`config.mk`:
```
export PLATFORM = sky130hd
export DESIGN_NAME = pcie_config_space_regs
export DESIGN_NICKNAME = d
export VERILOG_FILES = /design/src/design/cfg_bank_pkg.sv /design/src/design/eeprom_autoload.sv /design/src/design/pcie_config_space_regs.sv
export VERILOG_INCLUDE_DIRS = /design/src /design/src/design
export SDC_FILE = /design/constraint.sdc
export NUM_CORES = 1
export LEC_CHECK = 0
export BUFFER_PORTS_ARGS = -buffer_cell sky130_fd_sc_hd__clkbuf_2
export CAP_MARGIN = 20
export CORE_MARGIN = 5
export CORE_UTILIZATION = 25
export CTS_CLUSTER_DIAMETER = 100
export CTS_CLUSTER_SIZE = 28
export DETAILED_ROUTE_END_ITERATION = 10
export PLACE_DENSITY = 0.4
export SLEW_MARGIN = 10
export SYNTH_ARGS = -nofsm -noshare
export SYNTH_HDL_FRONTEND = slang
export SYNTH_SLANG_ARGS = --single-unit
```
`constraint.sdc`:
```
create_clock -name ref_clk -period 8.78 [get_ports ref_clk]
set_input_delay 1.756 -clock ref_clk [delete_from_list [all_inputs] [get_ports ref_clk]]
set_output_delay 1.756 -clock ref_clk [all_outputs]
set_load 0.03 [all_outputs]
```
`src/design/cfg_bank_consts.svh`:
```
/*
   Offsets, field positions, reset values and counts of the configuration bank.
   Assumes inclusion by bare name from the design modules.
*/
`ifndef CFG_BANK_CONSTS_SVH
`define CFG_BANK_CONSTS_SVH

// ----------------------------------------------------------------
// Configuration space offsets
// ----------------------------------------------------------------
`define CFG_ID 8'h00
`define CFG_CMDSTAT 8'h04
`define CFG_CLASS 8'h08
`define CFG_BAR 8'h10
`define CFG_SUBSYS 8'h2c
`define CFG_CAPPTR 8'h34
`define CFG_INTR 8'h3c

// ----------------------------------------------------------------
// Command and status fields
// ----------------------------------------------------------------
`define CMD_MEM_EN 1
`define CMD_INTX_DIS 10
`define CMD_RW_MASK 16'h0542
`define STAT_PERR 31
`define STAT_SERR 30
`define STAT_FIXED 14'h0010
`define CAP_PTR 8'h50
`define INT_PIN 8'h01
`define DEF_CLASS 24'h070002

// ----------------------------------------------------------------
// Memory window
// ----------------------------------------------------------------
`define BAR_LSB 11
`define WIN_DEV_BIT 10
`define WIN_CH_BIT 9
`define WIN_DEV_ISR 11'h400
`define WIN_DEV_BAUD 11'h404
`define WIN_DEV_EE 11'h408
`define BEAT_STEP 12'h004

// ----------------------------------------------------------------
// Serial memory
// ----------------------------------------------------------------
`define EE_HALF_CYC 5'h10
`define EE_READ_OP 3'h6
`define EE_DATA_FIRST 5'h0a
`define EE_LAST_BIT 5'h19
`define EE_LAST_WORD 3'h7
`define EE_BLANK 16'hffff

`endif

```
`src/design/cfg_bank_pkg.sv`:
```
/*
   Types of the configuration bank: loader states and the state records.
   Assumes the constants header sits beside it.
*/
package cfg_bank_pkg;

   // ----------------------------------------------------------------
   // Serial memory loader
   // ----------------------------------------------------------------
   typedef enum logic [2:0] {EE_IDLE, EE_SELECT, EE_SHIFT, EE_GAP, EE_DONE} ee_state_t;

   typedef struct packed {
      ee_state_t st;
      logic [4:0] div;
      logic sk;
      logic [4:0] bitcnt;
      logic [2:0] word;
      logic [2:0] lastw;
      logic [15:0] shreg;
      logic cs;
      logic dout;
      logic wvalid;
      logic done;
   } ee_regs_t;

   // ----------------------------------------------------------------
   // Register bank
   // ----------------------------------------------------------------
   typedef struct packed {
      logic [2:0] din_s;
      logic din_f;
      logic [15:0] vendor_id;
      logic [15:0] device_id;
      logic [15:0] subven_id;
      logic [15:0] subsys_id;
      logic [23:0] class_code;
      logic ee_present;
      logic [15:0] cmd;
      logic perr;
      logic serr;
      logic [20:0] bar;
      logic [7:0] int_line;
      logic cfg_ack;
      logic [31:0] cfg_rdata;
      logic burst_hit;
      logic [10:0] burst_off;
      logic s1_valid;
      logic s1_we;
      logic s1_dev;
      logic [10:0] s1_off;
      logic [31:0] s1_wdata;
      logic [1:0] uart_req;
      logic mem_ack;
      logic [31:0] mem_rdata;
      logic [1:0] div4;
      logic [1:0] x4;
      logic [2:0] sw_ee;
      logic ee_cs;
      logic ee_sk;
      logic ee_do;
      logic intx;
   } bank_regs_t;

endpackage

```
`src/design/eeprom_autoload.sv`:
```
/*
   Reads the first eight words of the serial memory after reset.
   Assumes a synchronised serial input and the released reset of the bank.
*/
`include "cfg_bank_consts.svh"

module eeprom_autoload
   import cfg_bank_pkg::*;
(
   input wire logic clk,
   input wire logic rst_core_n,
   input wire logic serial_in,
   output logic sel,
   output logic sclk,
   output logic sout,
   output logic word_valid,
   output logic [2:0] word_idx,
   output logic [15:0] word_data,
   output logic done
);

   ee_regs_t r;
   ee_regs_t n;
   logic tick;
   logic [8:0] cmd;
   logic [8:0] cmd_left;

   // ----------------------------------------------------------------
   // Read sequence: start bit, opcode, address, dummy, sixteen data
   // ----------------------------------------------------------------
   always_comb begin
      n = r;
      n.wvalid = 1'b0;
      tick = (r.div == `EE_HALF_CYC - 5'h01);
      n.div = tick ? 5'h00 : r.div + 5'h01;
      cmd = {`EE_READ_OP, 3'h0, r.word};
      // Shifting past the command leaves zero on the line
      cmd_left = cmd << (r.bitcnt + 5'h01);
      case (r.st)
         EE_IDLE: begin
            if (tick) begin
               n.st = EE_SELECT;
            end
         end
         EE_SELECT: begin
            if (tick) begin
               n.cs = 1'b1;
               n.sk = 1'b0;
               n.dout = cmd[8];
               n.bitcnt = 5'h00;
               n.st = EE_SHIFT;
            end
         end
         EE_SHIFT: begin
            if (tick && !r.sk) begin
               n.sk = 1'b1;
               // Data is valid at the rising edge after the dummy zero
               if (r.bitcnt >= `EE_DATA_FIRST) begin
                  n.shreg = {r.shreg[14:0], serial_in};
               end
            end else if (tick) begin
               n.sk = 1'b0;
               if (r.bitcnt == `EE_LAST_BIT) begin
                  n.cs = 1'b0;
                  n.dout = 1'b0;
                  n.wvalid = 1'b1;
                  n.lastw = r.word;
                  n.word = r.word + 3'h1;
                  n.st = (r.word == `EE_LAST_WORD) ? EE_DONE : EE_GAP;
               end else begin
                  n.bitcnt = r.bitcnt + 5'h01;
                  n.dout = cmd_left[8];
               end
            end
         end
         EE_GAP: begin
            // Select must drop for a while between words
            if (tick) begin
               n.st = EE_SELECT;
            end
         end
         EE_DONE: begin
            n.done = 1'b1;
         end
         default: begin
            n.st = EE_IDLE;
         end
      endcase
   end

   // ----------------------------------------------------------------
   // State register
   // ----------------------------------------------------------------
   always_ff @(posedge clk or negedge rst_core_n) begin
      if (!rst_core_n) begin
         r <= '0;
      end else begin
         r <= n;
      end
   end

   assign sel = r.cs;
   assign sclk = r.sk;
   assign sout = r.dout;
   assign word_valid = r.wvalid;
   assign word_idx = r.lastw;
   assign word_data = r.shreg;
   assign done = r.done;

endmodule

```
`src/design/pcie_config_space_regs.sv`:
```
/*
   Configuration space register bank with a 2K memory window, burst decode and
   serial memory customisation.
   Assumes the link layer turns configuration and memory requests into the
   one-cycle strobes below, all on ref_clk, and that UART read data is valid
   in the same cycle as a UART request.
*/
`include "cfg_bank_consts.svh"

module pcie_config_space_regs
   import cfg_bank_pkg::*;
#(
   parameter logic [15:0] DEF_VENDOR_ID = 16'h1f1f, // Arbitrary value
   parameter logic [15:0] DEF_DEVICE_ID = 16'h2e2e, // Arbitrary value
   parameter logic [7:0] REVISION_ID = 8'h01 // Arbitrary value
)
(
   input wire logic ref_clk,
   input wire logic rst_n,
   input wire logic cfg_valid,
   input wire logic cfg_we,
   input wire logic [7:0] cfg_addr,
   input wire logic [3:0] cfg_be,
   input wire logic [31:0] cfg_wdata,
   output logic cfg_ack,
   output logic [31:0] cfg_rdata,
   input wire logic mem_valid,
   input wire logic mem_sop,
   input wire logic mem_we,
   input wire logic [31:0] mem_addr,
   input wire logic [31:0] mem_wdata,
   output logic mem_ack,
   output logic [31:0] mem_rdata,
   output logic [1:0] uart_req,
   output logic uart_we,
   output logic [8:0] uart_off,
   output logic [31:0] uart_wdata,
   input wire logic [31:0] uart_rdata,
   input wire logic parity_err,
   input wire logic system_err,
   input wire logic [1:0] uart_irq,
   input wire logic timer_irq,
   input wire logic [15:0] multipurpose_io_irq,
   input wire logic wake_irq,
   output logic intx_assert,
   output logic [1:0] prescale_div4,
   output logic [1:0] sample_4x,
   output logic eeprom_chip_select,
   output logic eeprom_serial_clock,
   output logic eeprom_serial_out,
   input wire logic eeprom_serial_in
);

   bank_regs_t r;
   bank_regs_t n;
   logic [1:0] rst_sync_r;
   logic rst_core_n;
   logic ld_cs;
   logic ld_sk;
   logic ld_do;
   logic ld_valid;
   logic [2:0] ld_idx;
   logic [15:0] ld_data;
   logic ld_done;
   logic cfg_wr;
   logic [31:0] wmask;
   logic [15:0] cmd_mask;
   logic hit;
   logic [10:0] off;
   logic [11:0] sum;
   logic [31:0] dev_rd;

   // ----------------------------------------------------------------
   // Reset release
   // ----------------------------------------------------------------
   // Assert at once, release two edges later so no flop sees a runt
   always_ff @(posedge ref_clk or negedge rst_n) begin
      if (!rst_n) begin
         rst_sync_r <= 2'h0;
      end else begin
         rst_sync_r <= {rst_sync_r[0], 1'b1};
      end
   end
   assign rst_core_n = rst_sync_r[1];

   // ----------------------------------------------------------------
   // Serial memory loader
   // ----------------------------------------------------------------
   eeprom_autoload u_loader (
      .clk(ref_clk),
      .rst_core_n(rst_core_n),
      .serial_in(r.din_f),
      .sel(ld_cs),
      .sclk(ld_sk),
      .sout(ld_do),
      .word_valid(ld_valid),
      .word_idx(ld_idx),
      .word_data(ld_data),
      .done(ld_done)
   );

   // ----------------------------------------------------------------
   // Next state
   // ----------------------------------------------------------------
   always_comb begin
      n = r;
      cfg_wr = cfg_valid && cfg_we;
      wmask = {{8{cfg_be[3]}}, {8{cfg_be[2]}}, {8{cfg_be[1]}}, {8{cfg_be[0]}}};
      cmd_mask = wmask[15:0] & `CMD_RW_MASK;

      // Pin input: three stages, a change counts when two agree
      n.din_s = {r.din_s[1:0], eeprom_serial_in};
      if (r.din_s[1] == r.din_s[2]) begin
         n.din_f = r.din_s[2];
      end

      // Autoload: a blank first word means no memory is fitted
      if (ld_valid) begin
         case (ld_idx)
            3'h0: begin
               n.ee_present = (ld_data != `EE_BLANK);
               if (ld_data != `EE_BLANK) begin
                  n.vendor_id = ld_data;
               end
            end
            3'h1: n.device_id = r.ee_present ? ld_data : r.device_id;
            3'h2: n.subven_id = r.ee_present ? ld_data : r.subven_id;
            3'h3: n.subsys_id = r.ee_present ? ld_data : r.subsys_id;
            3'h4: n.class_code[23:8] = r.ee_present ? ld_data : r.class_code[23:8];
            3'h5: n.class_code[7:0] = r.ee_present ? ld_data[7:0] : r.class_code[7:0];
            default: begin
            end
         endcase
      end

      // Error flags: a new event wins over a write-one clear
      n.perr = parity_err || (r.perr && !(cfg_wr && cfg_addr == `CFG_CMDSTAT &&
               cfg_be[3] && cfg_wdata[`STAT_PERR]));
      n.serr = system_err || (r.serr && !(cfg_wr && cfg_addr == `CFG_CMDSTAT &&
               cfg_be[3] && cfg_wdata[`STAT_SERR]));

      // Configuration writes touch only the writable bits
      if (cfg_wr) begin
         case (cfg_addr)
            `CFG_CMDSTAT: n.cmd = (r.cmd & ~cmd_mask) | (cfg_wdata[15:0] & cmd_mask);
            `CFG_BAR: n.bar = (r.bar & ~wmask[31:`BAR_LSB]) | (cfg_wdata[31:`BAR_LSB] & wmask[31:`BAR_LSB]);
            `CFG_INTR: n.int_line = cfg_be[0] ? cfg_wdata[7:0] : r.int_line;
            default: begin
            end
         endcase
      end

      // Configuration reads answer one cycle after the strobe
      n.cfg_ack = cfg_valid;
      // Read data moves only on a request, so it stands until the next answer
      if (cfg_valid) begin
         case (cfg_addr)
            `CFG_ID: n.cfg_rdata = {r.device_id, r.vendor_id};
            `CFG_CMDSTAT: n.cfg_rdata = {r.perr, r.serr, `STAT_FIXED, r.cmd};
            `CFG_CLASS: n.cfg_rdata = {r.class_code, REVISION_ID};
            `CFG_BAR: n.cfg_rdata = {r.bar, 11'h000};
            `CFG_SUBSYS: n.cfg_rdata = {r.subsys_id, r.subven_id};
            `CFG_CAPPTR: n.cfg_rdata = {24'h000000, `CAP_PTR};
            `CFG_INTR: n.cfg_rdata = {16'h0000, `INT_PIN, r.int_line};
            default: n.cfg_rdata = 32'h00000000;
         endcase
      end

      // Memory decode: first beat matches the base, later beats follow on
      hit = 1'b0;
      off = r.burst_off;
      if (mem_valid && mem_sop) begin
         hit = r.cmd[`CMD_MEM_EN] && (mem_addr[31:`BAR_LSB] == r.bar);
         off = mem_addr[10:0];
      end else if (mem_valid) begin
         hit = r.burst_hit && r.cmd[`CMD_MEM_EN];
      end
      sum = {1'b0, off} + `BEAT_STEP;
      if (mem_valid) begin
         n.burst_off = sum[10:0];
         // A burst never wraps past the end of the window
         n.burst_hit = hit && !sum[11];
      end
      n.s1_valid = hit;
      n.s1_we = mem_we;
      n.s1_off = off;
      n.s1_wdata = mem_wdata;
      n.s1_dev = off[`WIN_DEV_BIT];
      n.uart_req = 2'h0;
      if (hit && !off[`WIN_DEV_BIT]) begin
         n.uart_req = off[`WIN_CH_BIT] ? 2'h2 : 2'h1;
      end

      // Device register writes in the second stage
      if (r.s1_valid && r.s1_we && r.s1_dev) begin
         case (r.s1_off)
            `WIN_DEV_BAUD: begin
               n.div4 = r.s1_wdata[1:0];
               n.x4 = r.s1_wdata[3:2];
            end
            // Autoload owns the pins until it is done
            `WIN_DEV_EE: n.sw_ee = ld_done ? r.s1_wdata[2:0] : r.sw_ee;
            default: begin
            end
         endcase
      end

      // Device register reads; interrupt sources are live levels
      case (r.s1_off)
         `WIN_DEV_ISR: dev_rd = {multipurpose_io_irq, 7'h00, wake_irq, 5'h00, timer_irq, uart_irq};
         `WIN_DEV_BAUD: dev_rd = {28'h0000000, r.x4, r.div4};
         `WIN_DEV_EE: dev_rd = {26'h0000000, r.ee_present, ld_done, r.din_f, r.sw_ee};
         default: dev_rd = 32'h00000000;
      endcase
      n.mem_ack = r.s1_valid;
      n.mem_rdata = r.s1_we ? 32'h00000000 : (r.s1_dev ? dev_rd : uart_rdata);

      // Serial memory pins, handed to software once autoload ends
      n.ee_cs = ld_done ? r.sw_ee[0] : ld_cs;
      n.ee_sk = ld_done ? r.sw_ee[1] : ld_sk;
      n.ee_do = ld_done ? r.sw_ee[2] : ld_do;

      // Legacy interrupt, gated by the disable bit
      n.intx = ((|uart_irq) || timer_irq || (|multipurpose_io_irq) || wake_irq) && !r.cmd[`CMD_INTX_DIS];
   end

   // ----------------------------------------------------------------
   // State register
   // ----------------------------------------------------------------
   always_ff @(posedge ref_clk or negedge rst_core_n) begin
      if (!rst_core_n) begin
         r <= '0;
         r.vendor_id <= DEF_VENDOR_ID;
         r.device_id <= DEF_DEVICE_ID;
         r.class_code <= `DEF_CLASS;
      end else begin
         r <= n;
      end
   end

   // ----------------------------------------------------------------
   // Outputs, all from the state register
   // ----------------------------------------------------------------
   assign cfg_ack = r.cfg_ack;
   assign cfg_rdata = r.cfg_rdata;
   assign mem_ack = r.mem_ack;
   assign mem_rdata = r.mem_rdata;
   assign uart_req = r.uart_req;
   assign uart_we = r.s1_we;
   assign uart_off = r.s1_off[8:0];
   assign uart_wdata = r.s1_wdata;
   assign intx_assert = r.intx;
   assign prescale_div4 = r.div4;
   assign sample_4x = r.x4;
   assign eeprom_chip_select = r.ee_cs;
   assign eeprom_serial_clock = r.ee_sk;
   assign eeprom_serial_out = r.ee_do;
endmodule

```
* Yosys cells after proc, flatten, opt, wreduce, memory -nomap -nowiden *
Index checks and enable logic that the tools add are counted.

word-level totals
  register bits after elaboration = 319
  input bits = 170
  output and inout port bits = 118
  logic and storage cells = 180

cells by class
  add/sub/neg operators = 4
  order comparisons = 1
  equal/unequal tests = 31
  shift-type cells = 1
  multiplexer cells = 35
  bitwise gates (word level) = 10
  reduce and logical (&&, ||, !) cells = 53

operators by type and width
  kind                     count
  $pmux W32 S7             1
  $pmux W32 S3             1
  $mux W32                 2
  $and A21 B21 Y21         2
  $eq A11 B11 Y1 const B   3
  $reduce_and A3 Y1        10
  $eq A8 B6 Y1 const B     3
  $mux W3                  8
  $mux W11                 2
  $eq A21 B21 Y1           1
  $not A21 Y21             1
  $or A21 B21 Y21          1
  $and A16 B11 Y16         1
  $and A16 B16 Y16         1
  $logic_and A1 B1 Y1      16
  $ne A16 B16 Y1 const B   1
  $not A11 Y16             1
  $or A16 B16 Y16          1
  $reduce_or A16 Y1        1
  $add A11 B3 Y12 const B  1
  $eq A3 B2 Y1 const B     4
  $eq A3 B3 Y1 const B     4
  $mux W12                 1
  $mux W6                  2
  31 further kinds         66

* Longest topological paths before layout *
  depth in word-level cells = 7
  mapped depth = 12
  depth with buffers taken out = 9

* Modules after synthesis *
A second synthesis with hierarchy kept.

second synthesis, totals
  cell total of the unflattened synthesis = 1149
  area, all modules = 13939.6 um^2

by module, submodules not included
  module                  instances  cells an instance  area each (um^2)  seq. area each (um^2)
  pcie_config_space_regs  1          975                11922.7           6683.9
  eeprom_autoload         1          174                2016.9            1001.0

* Worst setup path before layout *
Ideal clock, no wire load.

  kind = input to register
  start = in mem_sop
  end = reg r[102] in the netlist's numbering
  library setup time = 0.125 ns
  arrival time = 3.626 ns
  data required time = 8.655 ns
  slack = 5.030 ns
  stages = 12
  path buffers = 3
  cell sequence = buf_2 and2_1 clkbuf_1 buf_2 nand2_1 nand2_1 ha_1 nand2_1 o21ai_0 nand4_1 xnor2_1 mux2_2

RTL lines
  element               RTL line                       RTL
  from (decl)           pcie_config_space_regs.sv:28   input wire logic mem_sop,
  to (signal assigned)  pcie_config_space_regs.sv:237  r <= n;
  to (decl)             pcie_config_space_regs.sv:54   bank_regs_t r;

==> flow_metrics.py <==
metrics = {
    "status": {
        "status": "finished clean",
    },
    "routing": {
        "drt_first_iter_violations": 321,
        "detail-route-antenna-nets": 0,
        "post-route-drc-count": 0,
        "wl_per_cell_um": 20.11,
        "firstDrtPassIters": 4,
        "wl_um": 39740,
        "vias_per_cell": 4.523,
        "vias": 8938,
    },
    "place": {
        "port_buffers": 286,
        "dpl.cell_count": 1941,
        "gp_congestion": 0.7210,
        "place_hpwl_um": 28890,
        "placed_area_sq_um": 15180,
    },
    "critical_path": {
        "cp_data_arrival_time_ns": 4.78,
        "cp-start-kind": "input port",
        "critPathCaptureType": "flop",
        "crit_required_ns": 9.21,
        "critical_path.max_fanout": 16,
        "max_stage_delay_ns": 0.86,
        "cp_cell_sequence": "clkbuf_2 > nor4_4 > nand2_1 > nor4_2 > nand2_1 > mux2_2",
        "crit_family": "simple AND/OR/NAND/NOR gates",
        "slowest_stage": "nor4_2",
        "critPathMostFrequentCell": "nand2_1",
        "critPathBufInv": 1,
        "worst-setup-path-type": "input port to flop",
    },
    "synthesis": {
        "synth.yosys.seq_area_share_pct": 55.75,
        "ys_async_sr_fraction_pct": 100.0,
        "yosysMostFrequentCell": "dfrtp_1",
        "synth-main-ff-cell": "dfrtp_1",
        "yosysWarningCount": 0,
        "syn_avg_cell_area_sq_um": 12.56,
        "synth_top_area_share_pct": 51.55,
        "synth_top_cell_by_area": "dfrtp_1",
        "ys_types": 68,
        "synthesis.nets": 1275,
        "ys_ff_latch": 306,
        "syn_inst": 1098,
        "yosys-top-cells-count": "dfrtp_1 (284), mux2_2 (153), buf_4 (112), nand2_1 (59), nor2_1 (34)",
        "syn_area_sq_um": 13790,
        "synthTopCellsByArea": "dfrtp_1 (52%), mux2_2 (12%), buf_4 (6.1%)",
        "synth_edf_count": 0,
    },
    "power_and_ir_drop": {
        "netSwitchingFraction_pct": 28.35,
        "p_per_area_nw_per_um2": 180.5,
        "power_frac_clock_pct": 36.1,
        "vdd_ir_drop_max_mv": 0.1033,
        "p_int_uw": 2056,
        "p_sw_uw": 813.5,
        "p_leak_uw": 0.007525,
        "finalPower_uw": 2870,
        "p_seq_share_pct": 52.6,
        "pwr-share-comb_pct": 11.4,
    },
    "floorplan": {
        "die_h_um": 244.8,
        "initial_core_util_pct": 25.12,
        "die_w_um": 244.8,
        "boundaryPins": 288,
        "die-area_sq_um": 59940,
        "fp-row-count": 86,
        "core-area_sq_um": 54880,
    },
    "job": {
        "cap_violations": 0,
    },
    "timing": {
        "setup-tns-final_ns": 0,
        "min_period_over_period_pct": 49.48,
        "max_freq_mhz": 230.2,
        "timing.final.setup_violations": 0,
        "hold_violations": 0,
        "rsz0062_at_grt": "false",
        "skew_ns": 0.03174,
        "period_needed_ns": 4.344,
        "finalMaxSlewViolations": 0,
        "tightest_slew_ns": 1.095,
        "hold_ws_ns": 0.3572,
        "max_slew_margin_pct": 26.33,
    },
    "clock_tree": {
        "cts_root_buffer": "clkbuf_16",
        "postCtsHoldBufs": 0,
        "cts_buffers": 19,
        "post_cts_resized": 0,
        "cts_max_level": 1,
        "clk_pin_slew_ns": 0.11,
        "post_cts_buffers": 0,
        "clkLatencyLatePin_ns": 0.54,
        "cts_max_path_buffers": 3,
        "cts_tree": "yes",
        "clock-sinks": 306,
    },
    "finish": {
        "fillCellCount": 5669,
        "fin_cells": 1976,
        "diodes": 0,
        "drive_gt1_share_pct": 41.75,
        "fin_nets": 1438,
        "finalInstanceArea_sq_um": 15900,
        "area_growth_pct": 15.34,
    },
    "global_routing": {
        "overflow": 0,
        "grt_pass1_wl_um": 60420,
        "grt_max_degree": 76,
        "grt_use_total_pct": 12.86,
        "antenna_found_initial": 0,
        "grt_pass1_vias": 9499,
    },
    "worst_hold_path": {
        "hp-class": "flop to flop",
    },
}
routing by layer:
layer  share of wire, %  routed length (um)  vias to the layer above  GRT usage (%)
li1                   -                   -                     4165              -
met1                 48               19050                     4566          18.09
met2                 46               18410                      173          21.08
met3                4.4                1738                       34          2.221
met4                1.3                 534                        0          2.442
met5                  0                   0                        -              0
path summary, 6_finish.rpt:
| path | startpoint | end | depth (start not counted) | slack [ns] |
|---|---|---|---|---|
| min in group asynchronous | rst_sync_r[1] | r[92] | 0 | 0.37 |
| max | cfg_addr[1] | flop | 6 | 4.44 |
| min | n[275] | n[276] | 0 | 0.36 |
| min reg2reg | n[275] | n[276] | 0 | 0.36 |
| max in group asynchronous | rst_sync_r[1] | cfg_rdata[7] | 2 | 6.33 |
| max reg2reg | u_loader.r[32] | u_loader.word_data[11] | 6 | 6.28 |
cell type report:
cell class / instances / area, sq um / share of cell area, %
sequential: 306 / 7689 / 48.36
multi-input combinational: 620 / 5014 / 31.53
timing repair buffer: 301 / 1603 / 10.08
tap: 704 / 880.8 / 5.540
clock buffer: 23 / 510.5 / 3.211
clock inverter: 9 / 155.1 / 0.9758
inverter: 13 / 48.80 / 0.3069
placed cells by master (no fill, tap or decap), types with 4 or more instances in the layout:
cell	instances
a32oi_1	6
nand2_1	59
nor2_1	32
nand4_1	22
nand2b_1	6
o22a_1	22
and3_1	4
clkbuf_16	19
xor2_1	4
nor2b_1	9
mux2_2	153
dfstp_2	22
a21oi_1	31
nor4_1	8
a22o_1	26
a21o_1	9
dfrtp_1	283
buf_4	10
nor3_1	9
ha_1	7
inv_1	12
and2_1	16
o21ai_0	26
mux2_4	10
clkbuf_2	286
nand3_1	16
a22oi_1	23
a31oi_1	5
o2bb2ai_1	23
mux2i_1	25
xnor2_1	25
flip-flops by register name (all words and copies together) (netlist names), 2 cells and up, named ones only:
register and count:
prescale_div4 2, uart_req 2, u_loader.r 13, u_loader.cmd 3, u_loader.word_idx 3, mem_rdata 32
uart_wdata 32, cfg_rdata 32, rst_sync_r 2, u_loader.word_data 16, uart_off 9, sample_4x 2
r 118, n 3
per-stage QoR:
stage                     setup WS, ns  util, %
final                            4.436    28.97
after global routing             4.276    28.97
after CTS                        4.356    28.88
after detailed placement         3.764    27.66
after global placement           3.762    27.59
after floorplan                  3.793        -
cell families after synthesis:
kind of cell / share of synthesized area [%]
XOR/XNOR: 1.842
AND/OR/NAND/NOR: 8.214
other: 0.02720
AO/OA/AOI/OAI: 9.984
flip-flops: 55.75
adder cells (fa/ha/maj): 0.7079
buffers and inverters: 8.078
multiplexers: 15.40
power by group through the flow:
stage | clock network (uW) | registers, uW | logic, uW
2_1_floorplan | 0 | 1540 | 238
3_3_place_gp | 0 | 1540 | 329
3_5_place_dp | 0 | 1540 | 332
4_1_cts | 1090 | 1510 | 333
5_1_grt | 1140 | 1520 | 357
6_report | 1040 | 1510 | 326
Note: power is estimated with default switching activity, not from simulation.
